**config.mk**
```make
export PLATFORM = sky130hd
export DESIGN_NAME = modbus_rtu_slave_handler
export DESIGN_NICKNAME = d
export VERILOG_FILES = /design/src/design/crc16_unit.v /design/src/design/cmd_word_decoder.v /design/src/design/modbus_rtu_slave_handler.v
export VERILOG_INCLUDE_DIRS = /design/src /design/src/design
export SDC_FILE = /design/constraint.sdc
export NUM_CORES = 2
export LEC_CHECK = 0
export CAP_MARGIN = 20
export CORE_ASPECT_RATIO = 1.5
export CORE_UTILIZATION = 30
export CTS_BUF_LIST = sky130_fd_sc_hd__clkbuf_8
export DETAILED_ROUTE_END_ITERATION = 6
export DONT_BUFFER_PORTS = 1
export GPL_TIMING_DRIVEN = 0
export SLEW_MARGIN = 20
export SYNTH_ARGS = -nofsm -noshare
export SYNTH_HDL_FRONTEND = slang
export SYNTH_SLANG_ARGS = --single-unit
```
**constraint.sdc**
```tcl
create_clock -name sys_clk -period 9.7 [get_ports sys_clk]
set_clock_uncertainty 0.1 [all_clocks]
set_input_delay 1.94 -clock sys_clk [delete_from_list [all_inputs] [get_ports sys_clk]]
set_output_delay 1.94 -clock sys_clk [all_outputs]
set_load 0.05 [all_outputs]
```
**src/design/modbus_defs.vh**
```
/*
  Constants of the field-bus slave request handler: function and
  exception codes, register ID map, command word bits, CRC and timing.
  Assumes inclusion by every design file; definitions only.
*/
`ifndef MODBUS_DEFS_VH
`define MODBUS_DEFS_VH

`define CLK_PERIOD_NS   8
// 3.5 characters of 11 bits at 9600 baud
`define GAP_TIME_NS     4010417

`define FC_READ_HOLD    8'h03
`define FC_READ_INPUT   8'h04
`define FC_WRITE_ONE    8'h06
`define FC_WRITE_MANY   8'h10
`define EXC_FLAG        8'h80
`define EXC_ILL_FUNC    8'h01
`define EXC_ILL_ADDR    8'h02
`define EXC_ILL_VALUE   8'h03
`define EXC_DEV_FAIL    8'h04
`define EXC_DEV_BUSY    8'h06
`define BCAST_ADDR      8'h00

`define MAX_REGS        16'h000B
`define IN_BASE_ID      16'h07D1
`define OUT_BASE_ID     16'h0835
`define SPEED_ID_OFS    16'h0002
`define SPEED_MAX       16'h2710

`define CW_RUN          0
`define CW_REVERSE      1
`define CW_FAULT_RESET  2
`define CW_COAST        3
`define CW_RAMP         4
`define CW_FAST_RAMP    5
`define CW_FREEZE       6
`define CW_ZERO         7
`define CW_BUS_CTRL     8
`define CW_BUS_SETP     9
`define CW_BLOCK        12
`define CW_DIG_OUT      13
`define FUNC_SEL_BUS    8'h1C
`define STOP_RAMP       1'b0
`define STOP_COAST      1'b1

`define CRC_INIT        16'hFFFF
`define CRC_POLY        16'hA001
`define CNT_RESET       16'h0000

`endif

```
**src/design/crc16_unit.v**
```verilog
/*
  Byte-serial reflected CRC-16 register.
  Assumes one byte per enabled cycle; clear has priority over update.
*/
`include "modbus_defs.vh"

module crc16_unit (
  input  wire        sys_clk,
  input  wire        rst,
  input  wire        ce,
  input  wire        clr,
  input  wire        en,
  input  wire [7:0]  data_in,
  output reg  [15:0] crc_out
);

  function [15:0] crc_step;
    input [15:0] c;
    input [7:0]  d;
    integer      i;
    reg   [15:0] t;
    begin
      t = c ^ {8'h00, d};
      for (i = 0; i < 8; i = i + 1) begin
        t = t[0] ? ((t >> 1) ^ `CRC_POLY) : (t >> 1);
      end
      crc_step = t;
    end
  endfunction

  always @(posedge sys_clk) begin
    if (rst) begin
      crc_out <= `CRC_INIT;
    end else if (ce) begin
      if (clr) begin
        crc_out <= `CRC_INIT;
      end else if (en) begin
        crc_out <= crc_step(crc_out, data_in);
      end
    end
  end

endmodule

```
**src/design/cmd_word_decoder.v**
```verilog
/*
  Turns the fieldbus command word and speed setpoint into drive commands.
  Assumes words written by the request handler; stop mode from a setting.
*/
`include "modbus_defs.vh"

module cmd_word_decoder (
  input  wire        sys_clk,
  input  wire        rst,
  input  wire        ce,
  input  wire [15:0] cmd_word,
  input  wire [15:0] setpoint_word,
  input  wire        stop_mode_setting,
  input  wire [7:0]  relay1_function_select,
  input  wire [7:0]  relay2_function_select,
  input  wire [7:0]  transistor_out_function_select,
  output reg         run_cmd,
  output reg         forward_rotation,
  output reg         reverse_rotation,
  output reg         fault_reset,
  output reg         stop_mode,
  output reg         fast_ramp,
  output reg         force_bus_control,
  output reg         force_bus_setpoint,
  output reg         inverter_block,
  output reg         relay_output_1,
  output reg         relay_output_2,
  output reg         transistor_output,
  output reg  [15:0] speed_setpoint
);

  reg run_inhibit_reg;

  function bus_driven;
    input [7:0] sel;
    begin
      bus_driven = (sel == `FUNC_SEL_BUS);
    end
  endfunction

  always @(posedge sys_clk) begin
    if (rst) begin
      run_inhibit_reg    <= 1'b0;
      run_cmd            <= 1'b0;
      forward_rotation   <= 1'b1;
      reverse_rotation   <= 1'b0;
      fault_reset        <= 1'b0;
      stop_mode          <= `STOP_RAMP;
      fast_ramp          <= 1'b0;
      force_bus_control  <= 1'b0;
      force_bus_setpoint <= 1'b0;
      inverter_block     <= 1'b0;
      relay_output_1     <= 1'b0;
      relay_output_2     <= 1'b0;
      transistor_output  <= 1'b0;
      speed_setpoint     <= 16'h0000;
    end else if (ce) begin
      // Block holds off run until run bit drops and rises again
      if (cmd_word[`CW_BLOCK])
        run_inhibit_reg <= 1'b1;
      else if (!cmd_word[`CW_RUN])
        run_inhibit_reg <= 1'b0;
      run_cmd <= cmd_word[`CW_RUN] & ~cmd_word[`CW_BLOCK] &
                 ~run_inhibit_reg;
      inverter_block   <= cmd_word[`CW_BLOCK];
      reverse_rotation <= cmd_word[`CW_REVERSE];
      forward_rotation <= ~cmd_word[`CW_REVERSE];
      fault_reset      <= cmd_word[`CW_FAULT_RESET];
      // Coast wins when both override bits are set
      if (cmd_word[`CW_COAST])
        stop_mode <= `STOP_COAST;
      else if (cmd_word[`CW_RAMP])
        stop_mode <= `STOP_RAMP;
      else
        stop_mode <= stop_mode_setting;
      fast_ramp          <= cmd_word[`CW_FAST_RAMP];
      force_bus_control  <= cmd_word[`CW_BUS_CTRL];
      force_bus_setpoint <= cmd_word[`CW_BUS_SETP];
      if (cmd_word[`CW_ZERO])
        speed_setpoint <= 16'h0000;
      else if (!cmd_word[`CW_FREEZE])
        speed_setpoint <= setpoint_word;
      relay_output_1 <= bus_driven(relay1_function_select) &
                        cmd_word[`CW_DIG_OUT];
      relay_output_2 <= bus_driven(relay2_function_select) &
                        cmd_word[`CW_DIG_OUT];
      transistor_output <= bus_driven(transistor_out_function_select) &
                           cmd_word[`CW_DIG_OUT];
    end
  end

endmodule

```
**src/design/modbus_rtu_slave_handler.v**
```verilog
/*
  Request handler of the field-bus slave: collects a frame, checks it,
  executes register reads and writes and sends the reply or exception.
  Assumes a character engine that delivers received bytes with an error
  flag and accepts transmit bytes on a valid/ready handshake.
*/
`include "modbus_defs.vh"

module modbus_rtu_slave_handler #(
  parameter DEPTH      = 32,
  parameter NREGS      = 11,
  parameter CNT_W      = 20,
  parameter GAP_CYCLES = (`GAP_TIME_NS + `CLK_PERIOD_NS - 1) /
                         `CLK_PERIOD_NS
) (
  input  wire              sys_clk,
  input  wire              rst,
  input  wire              ce,
  input  wire [7:0]        station_address,
  input  wire [7:0]        rx_data,
  input  wire              rx_valid,
  input  wire              rx_err,
  output reg  [7:0]        tx_data,
  output wire              tx_valid,
  input  wire              tx_ready,
  input  wire [NREGS*16-1:0] status_words,
  input  wire              busy,
  input  wire              exec_fail,
  input  wire              stop_mode_setting,
  input  wire [7:0]        relay1_function_select,
  input  wire [7:0]        relay2_function_select,
  input  wire [7:0]        transistor_out_function_select,
  output reg  [15:0]       crc_error_counter,
  output reg               comm_length_fault,
  output wire [NREGS*16-1:0] process_data_out,
  output wire              run_cmd,
  output wire              forward_rotation,
  output wire              reverse_rotation,
  output wire              fault_reset,
  output wire              stop_mode,
  output wire              fast_ramp,
  output wire              force_bus_control,
  output wire              force_bus_setpoint,
  output wire              inverter_block,
  output wire              relay_output_1,
  output wire              relay_output_2,
  output wire              transistor_output,
  output wire [15:0]       speed_setpoint
);

  localparam [4:0] S_RX    = 5'b00001;
  localparam [4:0] S_CHECK = 5'b00010;
  localparam [4:0] S_LOAD  = 5'b00100;
  localparam [4:0] S_SEND  = 5'b01000;
  localparam [4:0] S_IDLE  = 5'b10000;
  localparam [CNT_W-1:0] GAP = GAP_CYCLES[CNT_W-1:0];

  reg [4:0]       state_reg;
  reg [7:0]       frame_mem [0:DEPTH-1];
  reg [15:0]      pd_mem [0:NREGS-1];
  reg [5:0]       rx_len_reg;
  reg             frame_bad_reg;
  reg [CNT_W-1:0] idle_cnt_reg;
  reg [5:0]       idx_reg;
  reg [5:0]       body_len_reg;
  reg [5:0]       total_len_reg;
  reg             echo_reg;
  reg             exc_reg;
  reg [7:0]       exc_code_reg;
  reg             src_out_reg;
  reg [15:0]      rd_off_reg;
  reg [15:0]      rd_qty_reg;
  wire [15:0]     crc_val;

  // Frame fields
  wire [7:0]  f_addr  = frame_mem[0];
  wire [7:0]  f_func  = frame_mem[1];
  wire [15:0] f_reg   = {frame_mem[2], frame_mem[3]};
  wire [15:0] f_val   = {frame_mem[4], frame_mem[5]};
  wire [15:0] f_id    = f_reg + 16'h0001;
  wire        f_bcast = (f_addr == `BCAST_ADDR);
  wire        f_wr1   = (f_func == `FC_WRITE_ONE);
  wire        f_wrn   = (f_func == `FC_WRITE_MANY);
  wire        f_rd    = (f_func == `FC_READ_HOLD) ||
                        (f_func == `FC_READ_INPUT);
  wire [15:0] f_qty   = f_wr1 ? 16'h0001 : f_val;
  wire [15:0] in_off  = f_id - `IN_BASE_ID;
  wire [15:0] out_off = f_id - `OUT_BASE_ID;
  wire        in_ok   = (f_id >= `IN_BASE_ID) &&
                        (in_off + f_qty <= `MAX_REGS);
  wire        out_ok  = (f_id >= `OUT_BASE_ID) &&
                        (out_off + f_qty <= `MAX_REGS);
  wire [5:0]  wrn_len = 6'd9 + {f_qty[4:0], 1'b0};

  function [7:0] frame_byte;
    input [15:0] i;
    begin
      frame_byte = (i < DEPTH) ? frame_mem[i[4:0]] : 8'h00;
    end
  endfunction

  // Word k of the write data, bound for process data slot in_off + k
  function [15:0] new_word;
    input [15:0] k;
    reg   [15:0] b;
    begin
      b = 16'h0007 + {k[14:0], 1'b0};
      new_word = f_wr1 ? f_val : {frame_byte(b), frame_byte(b + 16'h0001)};
    end
  endfunction

  reg         len_ok;
  reg         val_ok;
  reg [15:0]  k;
  integer     i;
  integer     j;

  always @* begin
    len_ok = 1'b0;
    if (f_rd)
      len_ok = (rx_len_reg == 6'd8) && (f_qty != 16'h0000) &&
               (f_qty <= `MAX_REGS);
    else if (f_wr1)
      len_ok = (rx_len_reg == 6'd8);
    else if (f_wrn)
      len_ok = (f_qty != 16'h0000) && (f_qty <= `MAX_REGS) &&
               (frame_mem[6] == {f_qty[6:0], 1'b0}) &&
               (rx_len_reg == wrn_len);
    val_ok = 1'b1;
    k = 16'h0000;
    for (i = 0; i < NREGS; i = i + 1) begin
      k = i[15:0] - in_off;
      if (i[15:0] == `SPEED_ID_OFS && i[15:0] >= in_off &&
          k < f_qty && new_word(k) > `SPEED_MAX)
        val_ok = 1'b0;
    end
  end

  wire        fresh_frame = (rx_len_reg == 6'd0);
  wire        crc_clr = (state_reg == S_CHECK) ||
                        ((state_reg == S_LOAD) && idx_reg == total_len_reg);
  wire        rx_take = (state_reg == S_RX) && rx_valid;
  wire        tx_take = (state_reg == S_SEND) && tx_ready;
  wire        crc_en  = rx_take || (tx_take && idx_reg < body_len_reg);

  assign tx_valid = (state_reg == S_SEND);

  crc16_unit u_crc (
    .sys_clk (sys_clk),
    .rst     (rst),
    .ce      (ce),
    .clr     (crc_clr),
    .en      (crc_en),
    .data_in (rx_take ? rx_data : tx_data),
    .crc_out (crc_val)
  );

  // Byte of the reply body at position n
  function [7:0] reply_byte;
    input [5:0] n;
    reg   [15:0] w;
    reg   [15:0] slot;
    reg   [5:0]  pos;
    begin
      // Data words start after address, code and byte count
      pos  = n - 6'd3;
      slot = rd_off_reg + {11'd0, pos[5:1]};
      if (slot < NREGS)
        w = src_out_reg ? status_words[slot[3:0]*16 +: 16]
                        : pd_mem[slot[3:0]];
      else
        w = 16'h0000;
      if (echo_reg)
        reply_byte = frame_mem[n[4:0]];
      else if (n == 6'd0)
        reply_byte = f_addr;
      else if (n == 6'd1)
        reply_byte = exc_reg ? (f_func | `EXC_FLAG) : f_func;
      else if (n == 6'd2)
        reply_byte = exc_reg ? exc_code_reg
                             : {rd_qty_reg[6:0], 1'b0};
      else
        reply_byte = n[0] ? w[15:8] : w[7:0];
    end
  endfunction

  genvar g;
  generate
    for (g = 0; g < NREGS; g = g + 1) begin : pd_out
      assign process_data_out[g*16 +: 16] = pd_mem[g];
    end
  endgenerate

  always @(posedge sys_clk) begin
    if (rst) begin
      state_reg         <= S_RX;
      rx_len_reg        <= 6'd0;
      frame_bad_reg     <= 1'b0;
      idle_cnt_reg      <= {CNT_W{1'b0}};
      idx_reg           <= 6'd0;
      body_len_reg      <= 6'd0;
      total_len_reg     <= 6'd0;
      echo_reg          <= 1'b0;
      exc_reg           <= 1'b0;
      exc_code_reg      <= 8'h00;
      src_out_reg       <= 1'b0;
      rd_off_reg        <= 16'h0000;
      rd_qty_reg        <= 16'h0000;
      tx_data           <= 8'h00;
      crc_error_counter <= `CNT_RESET;
      comm_length_fault <= 1'b0;
      for (j = 0; j < NREGS; j = j + 1)
        pd_mem[j] <= 16'h0000;
      for (j = 0; j < DEPTH; j = j + 1)
        frame_mem[j] <= 8'h00;
    end else if (ce) begin
      if (rx_valid || tx_take)
        idle_cnt_reg <= {CNT_W{1'b0}};
      else if (idle_cnt_reg < GAP)
        idle_cnt_reg <= idle_cnt_reg + 1'b1;
      if (fault_reset)
        comm_length_fault <= 1'b0;
      case (state_reg)
        S_RX: begin
          if (rx_valid) begin
            if (rx_len_reg < DEPTH)
              frame_mem[rx_len_reg[4:0]] <= rx_data;
            else
              frame_bad_reg <= 1'b1;
            if (rx_len_reg != 6'd63)
              rx_len_reg <= rx_len_reg + 6'd1;
            if (rx_err)
              frame_bad_reg <= 1'b1;
            if (fresh_frame && idle_cnt_reg < GAP)
              frame_bad_reg <= 1'b1;
          end else if (!fresh_frame && idle_cnt_reg >= GAP) begin
            // Frame closes only after 3.5 characters of silence
            state_reg <= S_CHECK;
          end
        end
        S_CHECK: begin
          state_reg    <= S_IDLE;
          exc_reg      <= 1'b0;
          echo_reg     <= 1'b0;
          idx_reg      <= 6'd0;
          src_out_reg  <= out_ok;
          rd_off_reg   <= out_ok ? out_off : in_off;
          rd_qty_reg   <= f_qty;
          body_len_reg <= 6'd3;
          total_len_reg <= 6'd5;
          if (frame_bad_reg || rx_len_reg < 6'd4) begin
            state_reg <= S_IDLE;
          end else if (crc_val != 16'h0000) begin
            crc_error_counter <= crc_error_counter + 16'h0001;
          end else if (f_addr != station_address && !f_bcast) begin
            state_reg <= S_IDLE;
          end else if (!(f_rd || f_wr1 || f_wrn)) begin
            exc_reg      <= 1'b1;
            exc_code_reg <= `EXC_ILL_FUNC;
            state_reg    <= f_bcast ? S_IDLE : S_LOAD;
          end else if (!len_ok) begin
            comm_length_fault <= 1'b1;
          end else begin
            exc_reg <= 1'b1;
            if (busy)
              exc_code_reg <= `EXC_DEV_BUSY;
            else if (exec_fail)
              exc_code_reg <= `EXC_DEV_FAIL;
            else if (!(in_ok || (f_rd && out_ok)))
              exc_code_reg <= `EXC_ILL_ADDR;
            else if (!f_rd && !val_ok)
              exc_code_reg <= `EXC_ILL_VALUE;
            else begin
              exc_reg <= 1'b0;
              if (!f_rd) begin
                for (j = 0; j < NREGS; j = j + 1) begin
                  if (j[15:0] >= in_off && j[15:0] - in_off < f_qty)
                    pd_mem[j] <= new_word(j[15:0] - in_off);
                end
                echo_reg      <= 1'b1;
                body_len_reg  <= rx_len_reg;
                total_len_reg <= rx_len_reg;
              end else begin
                body_len_reg  <= 6'd3 + {f_qty[4:0], 1'b0};
                total_len_reg <= 6'd5 + {f_qty[4:0], 1'b0};
              end
            end
            state_reg <= f_bcast ? S_IDLE : S_LOAD;
          end
        end
        S_LOAD: begin
          if (idx_reg == total_len_reg) begin
            state_reg <= S_IDLE;
          end else begin
            if (idx_reg < body_len_reg)
              tx_data <= reply_byte(idx_reg);
            else if (idx_reg == body_len_reg)
              tx_data <= crc_val[7:0];
            else
              tx_data <= crc_val[15:8];
            state_reg <= S_SEND;
          end
        end
        S_SEND: begin
          if (tx_ready) begin
            idx_reg   <= idx_reg + 6'd1;
            state_reg <= S_LOAD;
          end
        end
        S_IDLE: begin
          // Back to listening; master retries on its own timeout
          rx_len_reg    <= 6'd0;
          frame_bad_reg <= 1'b0;
          state_reg     <= S_RX;
        end
        default: begin
          state_reg <= S_RX;
        end
      endcase
    end
  end

  cmd_word_decoder u_dec (
    .sys_clk                        (sys_clk),
    .rst                            (rst),
    .ce                             (ce),
    .cmd_word                       (pd_mem[0]),
    .setpoint_word                  (pd_mem[2]),
    .stop_mode_setting              (stop_mode_setting),
    .relay1_function_select         (relay1_function_select),
    .relay2_function_select         (relay2_function_select),
    .transistor_out_function_select (transistor_out_function_select),
    .run_cmd                        (run_cmd),
    .forward_rotation               (forward_rotation),
    .reverse_rotation               (reverse_rotation),
    .fault_reset                    (fault_reset),
    .stop_mode                      (stop_mode),
    .fast_ramp                      (fast_ramp),
    .force_bus_control              (force_bus_control),
    .force_bus_setpoint             (force_bus_setpoint),
    .inverter_block                 (inverter_block),
    .relay_output_1                 (relay_output_1),
    .relay_output_2                 (relay_output_2),
    .transistor_output              (transistor_output),
    .speed_setpoint                 (speed_setpoint)
  );

endmodule

```
==> key figures <==
Floorplanning
  • Row cnt: approximately 190
  • Die height: 525.8 um
  • Die ar.: 184,700 um^2
  • Core region area: approximately 180,000 um^2
  • Initial Util: 0.3029
  • DIE WIDTH: 351.2 um
  • I/O Pins: 455

Logic synthesis
  • Share of the synthesized area in the top cell type: 0.2364
  • Seq/Total Area, Yosys: 0.2922
  • Synth Flop Type: edfxtp_1
  • Yosys cell types: 109
  • Avg Inst Size Synth: 9.457 um^2
  • Yosys warning total: 0
  • Fraction of synthesis flops using an asynchronous set or reset pin: 0
  • Number of flops mapped to enable cells by yosys: roughly 430
  • Yosys top cell by area: edfxtp_1
  • Post-Synthesis Cells: a little under 6,000
  • Top post-synthesis cells by area: edfxtp_1, mux4_2, dfxtp_1, mux2i_1, ha_1
  • Synthesized cell area: 54,870 um^2
  • #FFs+latches synth: 585
  • Top-count cell post-synth: nand2_1
  • Top post-synthesis cells by count: nand2_1, nor2_1, edfxtp_1

Finish
  • Area delta synth->final: 12.80%
  • Layout cells sized above 1: 0.1589
  • Final #Nets: 6,455
  • Number of flip-flops in the largest register: 256
  • Fin cells: 8,522
  • FILL cells: 18,829
  • Post-Layout Inst Area: 61,900 um^2

Placement
  • Port bufs: 0
  • Post-DP Area: 59,120 um^2
  • Dpl ws: -6522 ps
  • Placed instance count: 8,278
  • Final Wtd Congestion: 1.113
  • HPWL Detailed: approximately 300,000 um

Power
  • Power Dens Cells: ~130 nW/um^2
  • Peak VDD IR: 0.1272 mV
  • Total Power: 8.160 mW
  • Leak: 21.00 nW

CTS
  • CTS sink cnt: 585
  • Max Buffers Root-to-Sink: 3
  • Clock root buffer: clkbuf_8
  • CTS clk-pin slew, worst paths: 60 ps
  • H-tree depth: 3
  • Worst-Skew Late Latency: about 910 ps
  • CTS buffer count: 99
  • CTS tree: yes
  • Hold_buf cts: 0

Setup path
  • Crit-path slowest cell: clkbuf_1
  • Worst path cell trace: buf_2 > clkbuf_4 > clkinv_4 > clkbuf_8 > clkbuf_8 > clkbuf_8 > clkbuf_8 > ha_4 > clkbuf_4 > clkbuf_1 > clkbuf_1 > buf_2 > clkbuf_2 > clkbuf_2 > buf_2 > clkbuf_2 > clkbuf_1 > a211oi_1 > a21oi_1 > mux2i_1 > nand2_1 > a31oi_1 > nor3_1
  • Crit path buffers/inverters: 16
  • CP max FO: 14
  • Worst path required time: slightly above 10,000 ps
  • WP data arrival: approximately 10,000 ps
  • Slowest stage delay, CP: 800 ps
  • Startpoint Class: flip-flop
  • Critical path's top delay family: buffers and inverters
  • CP most frequent cell: clkbuf_8
  • Crit end category: flip-flop
  • Kind of critical path: flip-flop to flip-flop

GRT
  • Global route overflow: 0
  • Gr usage total: 0.3929
  • First-pass GRT wire length: 483,400 um
  • Number of global-route vias before repair: just over 50,000
  • Largest net degree at the start of global routing: 17
  • Initial antenna violation count: 49

Detailed routing
  • WL/cell: 43.81 um
  • Number of nets with antenna violations after routing: 0
  • DRC violations left: 0
  • Drt initial violations: about 7,800
  • Vias/cell: 6.543
  • Total wire length: between 300,000 and 400,000 um
  • Pre-Repair DR Iteration Count: 6
  • Vias post-DR: 55,761

STA
  • Final slew viol count: 0
  • Setup-failing EPs final: 4
  • RSZ-0062 raised after global routing: yes
  • Final hold vios: 0
  • Fmax: 101.1 MHz
  • Part of the cycle the worst path needs: 1.019
  • Final worst setup slack: -188.0 ps
  • Min Tclk post-route: 9888 ps
  • Slew at the pin with the worst max-slew slack: 1479 ps
  • Slew headroom: 0.003631
  • Hold slack: 357.0 ps

Outcome
  • Failing checks: max-capacitance violations, negative setup slack
  • Status: complete, but fails checks

Worst hold path
  • Worst hold path class: flip-flop to flip-flop

Run
  • Max_cap viols: 1
==> power by group <==
part	switching [mW]	total (mW)	internal (mW)	leakage [nW]
Sequential	0.377	3.17	2.79	5.54
Combinational	1.84	2.73	0.895	14.4
Clock	1.16	2.26	1.10	1.05
==> final timing paths <==
| path | start | to | slack (ps) | cells after the start |
|---|---|---|---|---|
| worst max-delay path | frame_mem[3][0]$_SDFFCE_PN0P_ | pd_mem[1][12]$_SDFFCE_PN0P_ | -190 | 23 |
| worst min-delay path | body_len_reg[3]$_SDFFE_PP0P_ | body_len_reg[3]$_SDFFE_PP0P_ | 360 | 2 |
| worst max register to register | frame_mem[3][0]$_SDFFCE_PN0P_ | pd_mem[1][12]$_SDFFCE_PN0P_ | -190 | 23 |
| worst min register to register | body_len_reg[3]$_SDFFE_PP0P_ | body_len_reg[3]$_SDFFE_PP0P_ | 360 | 2 |
==> worst min-delay path: stages (launching register included) <==
cell and delay (ps):
dfxtp_1 330, nand2_1 50, o31ai_1 50
==> layout make-up <==
cell class	instances	area, um^2	area share
Inverter	148	569.3	0.009198
Antenna cell	37	92.59	0.001496
Tap cell	2412	3018	0.04876
Buffer	409	1790	0.02893
Multi-Input combinational cell	4660	37480	0.6056
Sequential cell	585	16040	0.2591
Timing Repair Buffer	95	1021	0.01650
Clock buffer	100	1376	0.02224
Clock inverter	76	509.2	0.008227
==> placed cells by master, fill, tap and decap left out, drive strengths merged, types with 15 or more instances in the layout <==
master	count
o21ai	272
a22oi	15
nand2	472
o22ai	21
buf	193
nor3b	36
or2	16
a21o	63
xnor2	263
and3	50
a211o	15
nor2b	72
xor2	113
dfxtp	153
nand3	149
edfxtp	432
nand2b	41
inv	169
a31oi	76
diode	37
o21a	40
nand4	76
or4	20
ha	229
o31ai	28
mux4	355
nor2	459
nor3	224
and2	309
a211oi	110
mux2i	293
clkbuf	409
o211ai	52
mux2	40
clkinv	47
nor4	91
a21oi	394
or3	38
==> kinds of logic after synthesis <==
family	Yosys count	synth area share
other	1	0.00006834
xor gates and xnor gates	383	0.06433
muxes	688	0.2074
AOI/OAI and AO/OA	1226	0.1405
adders and majority gates	236	0.05404
buffers and inverters	558	0.03968
DFF	585	0.2922
and+or+nand+nor	2125	0.2018
==> routing by layer <==
layer | wire, um | global-route usage | part of all wire | up-vias
li1 | - | - | - | 22359
met1 | 128600 | 0.4383 | 0.34 | 28065
met4 | 43140 | 0.3687 | 0.12 | 18
met5 | 110 | 0 | 0.00029 | -
met2 | 163400 | 0.6013 | 0.44 | 4186
met3 | 38070 | 0.1079 | 0.10 | 1133
==> per-stage QoR <==
stage | util | TNS (ps)
floorplan | - | 0
global placement | 0.3196 | -2592580
detailed placement | 0.3264 | -2221430
CTS | 0.3395 | 0
global route | 0.3413 | -323.2
finish | 0.3417 | -421.2
==> repair_timing <==
action,4_1_cts,5_1_grt
gates resized for setup,95,35
setup buffers,14,12
pin swaps,8,9
endpoints found under the hold margin,0,0
setup endpoints to repair,381,360
Power figures use the tool's default switching activity.
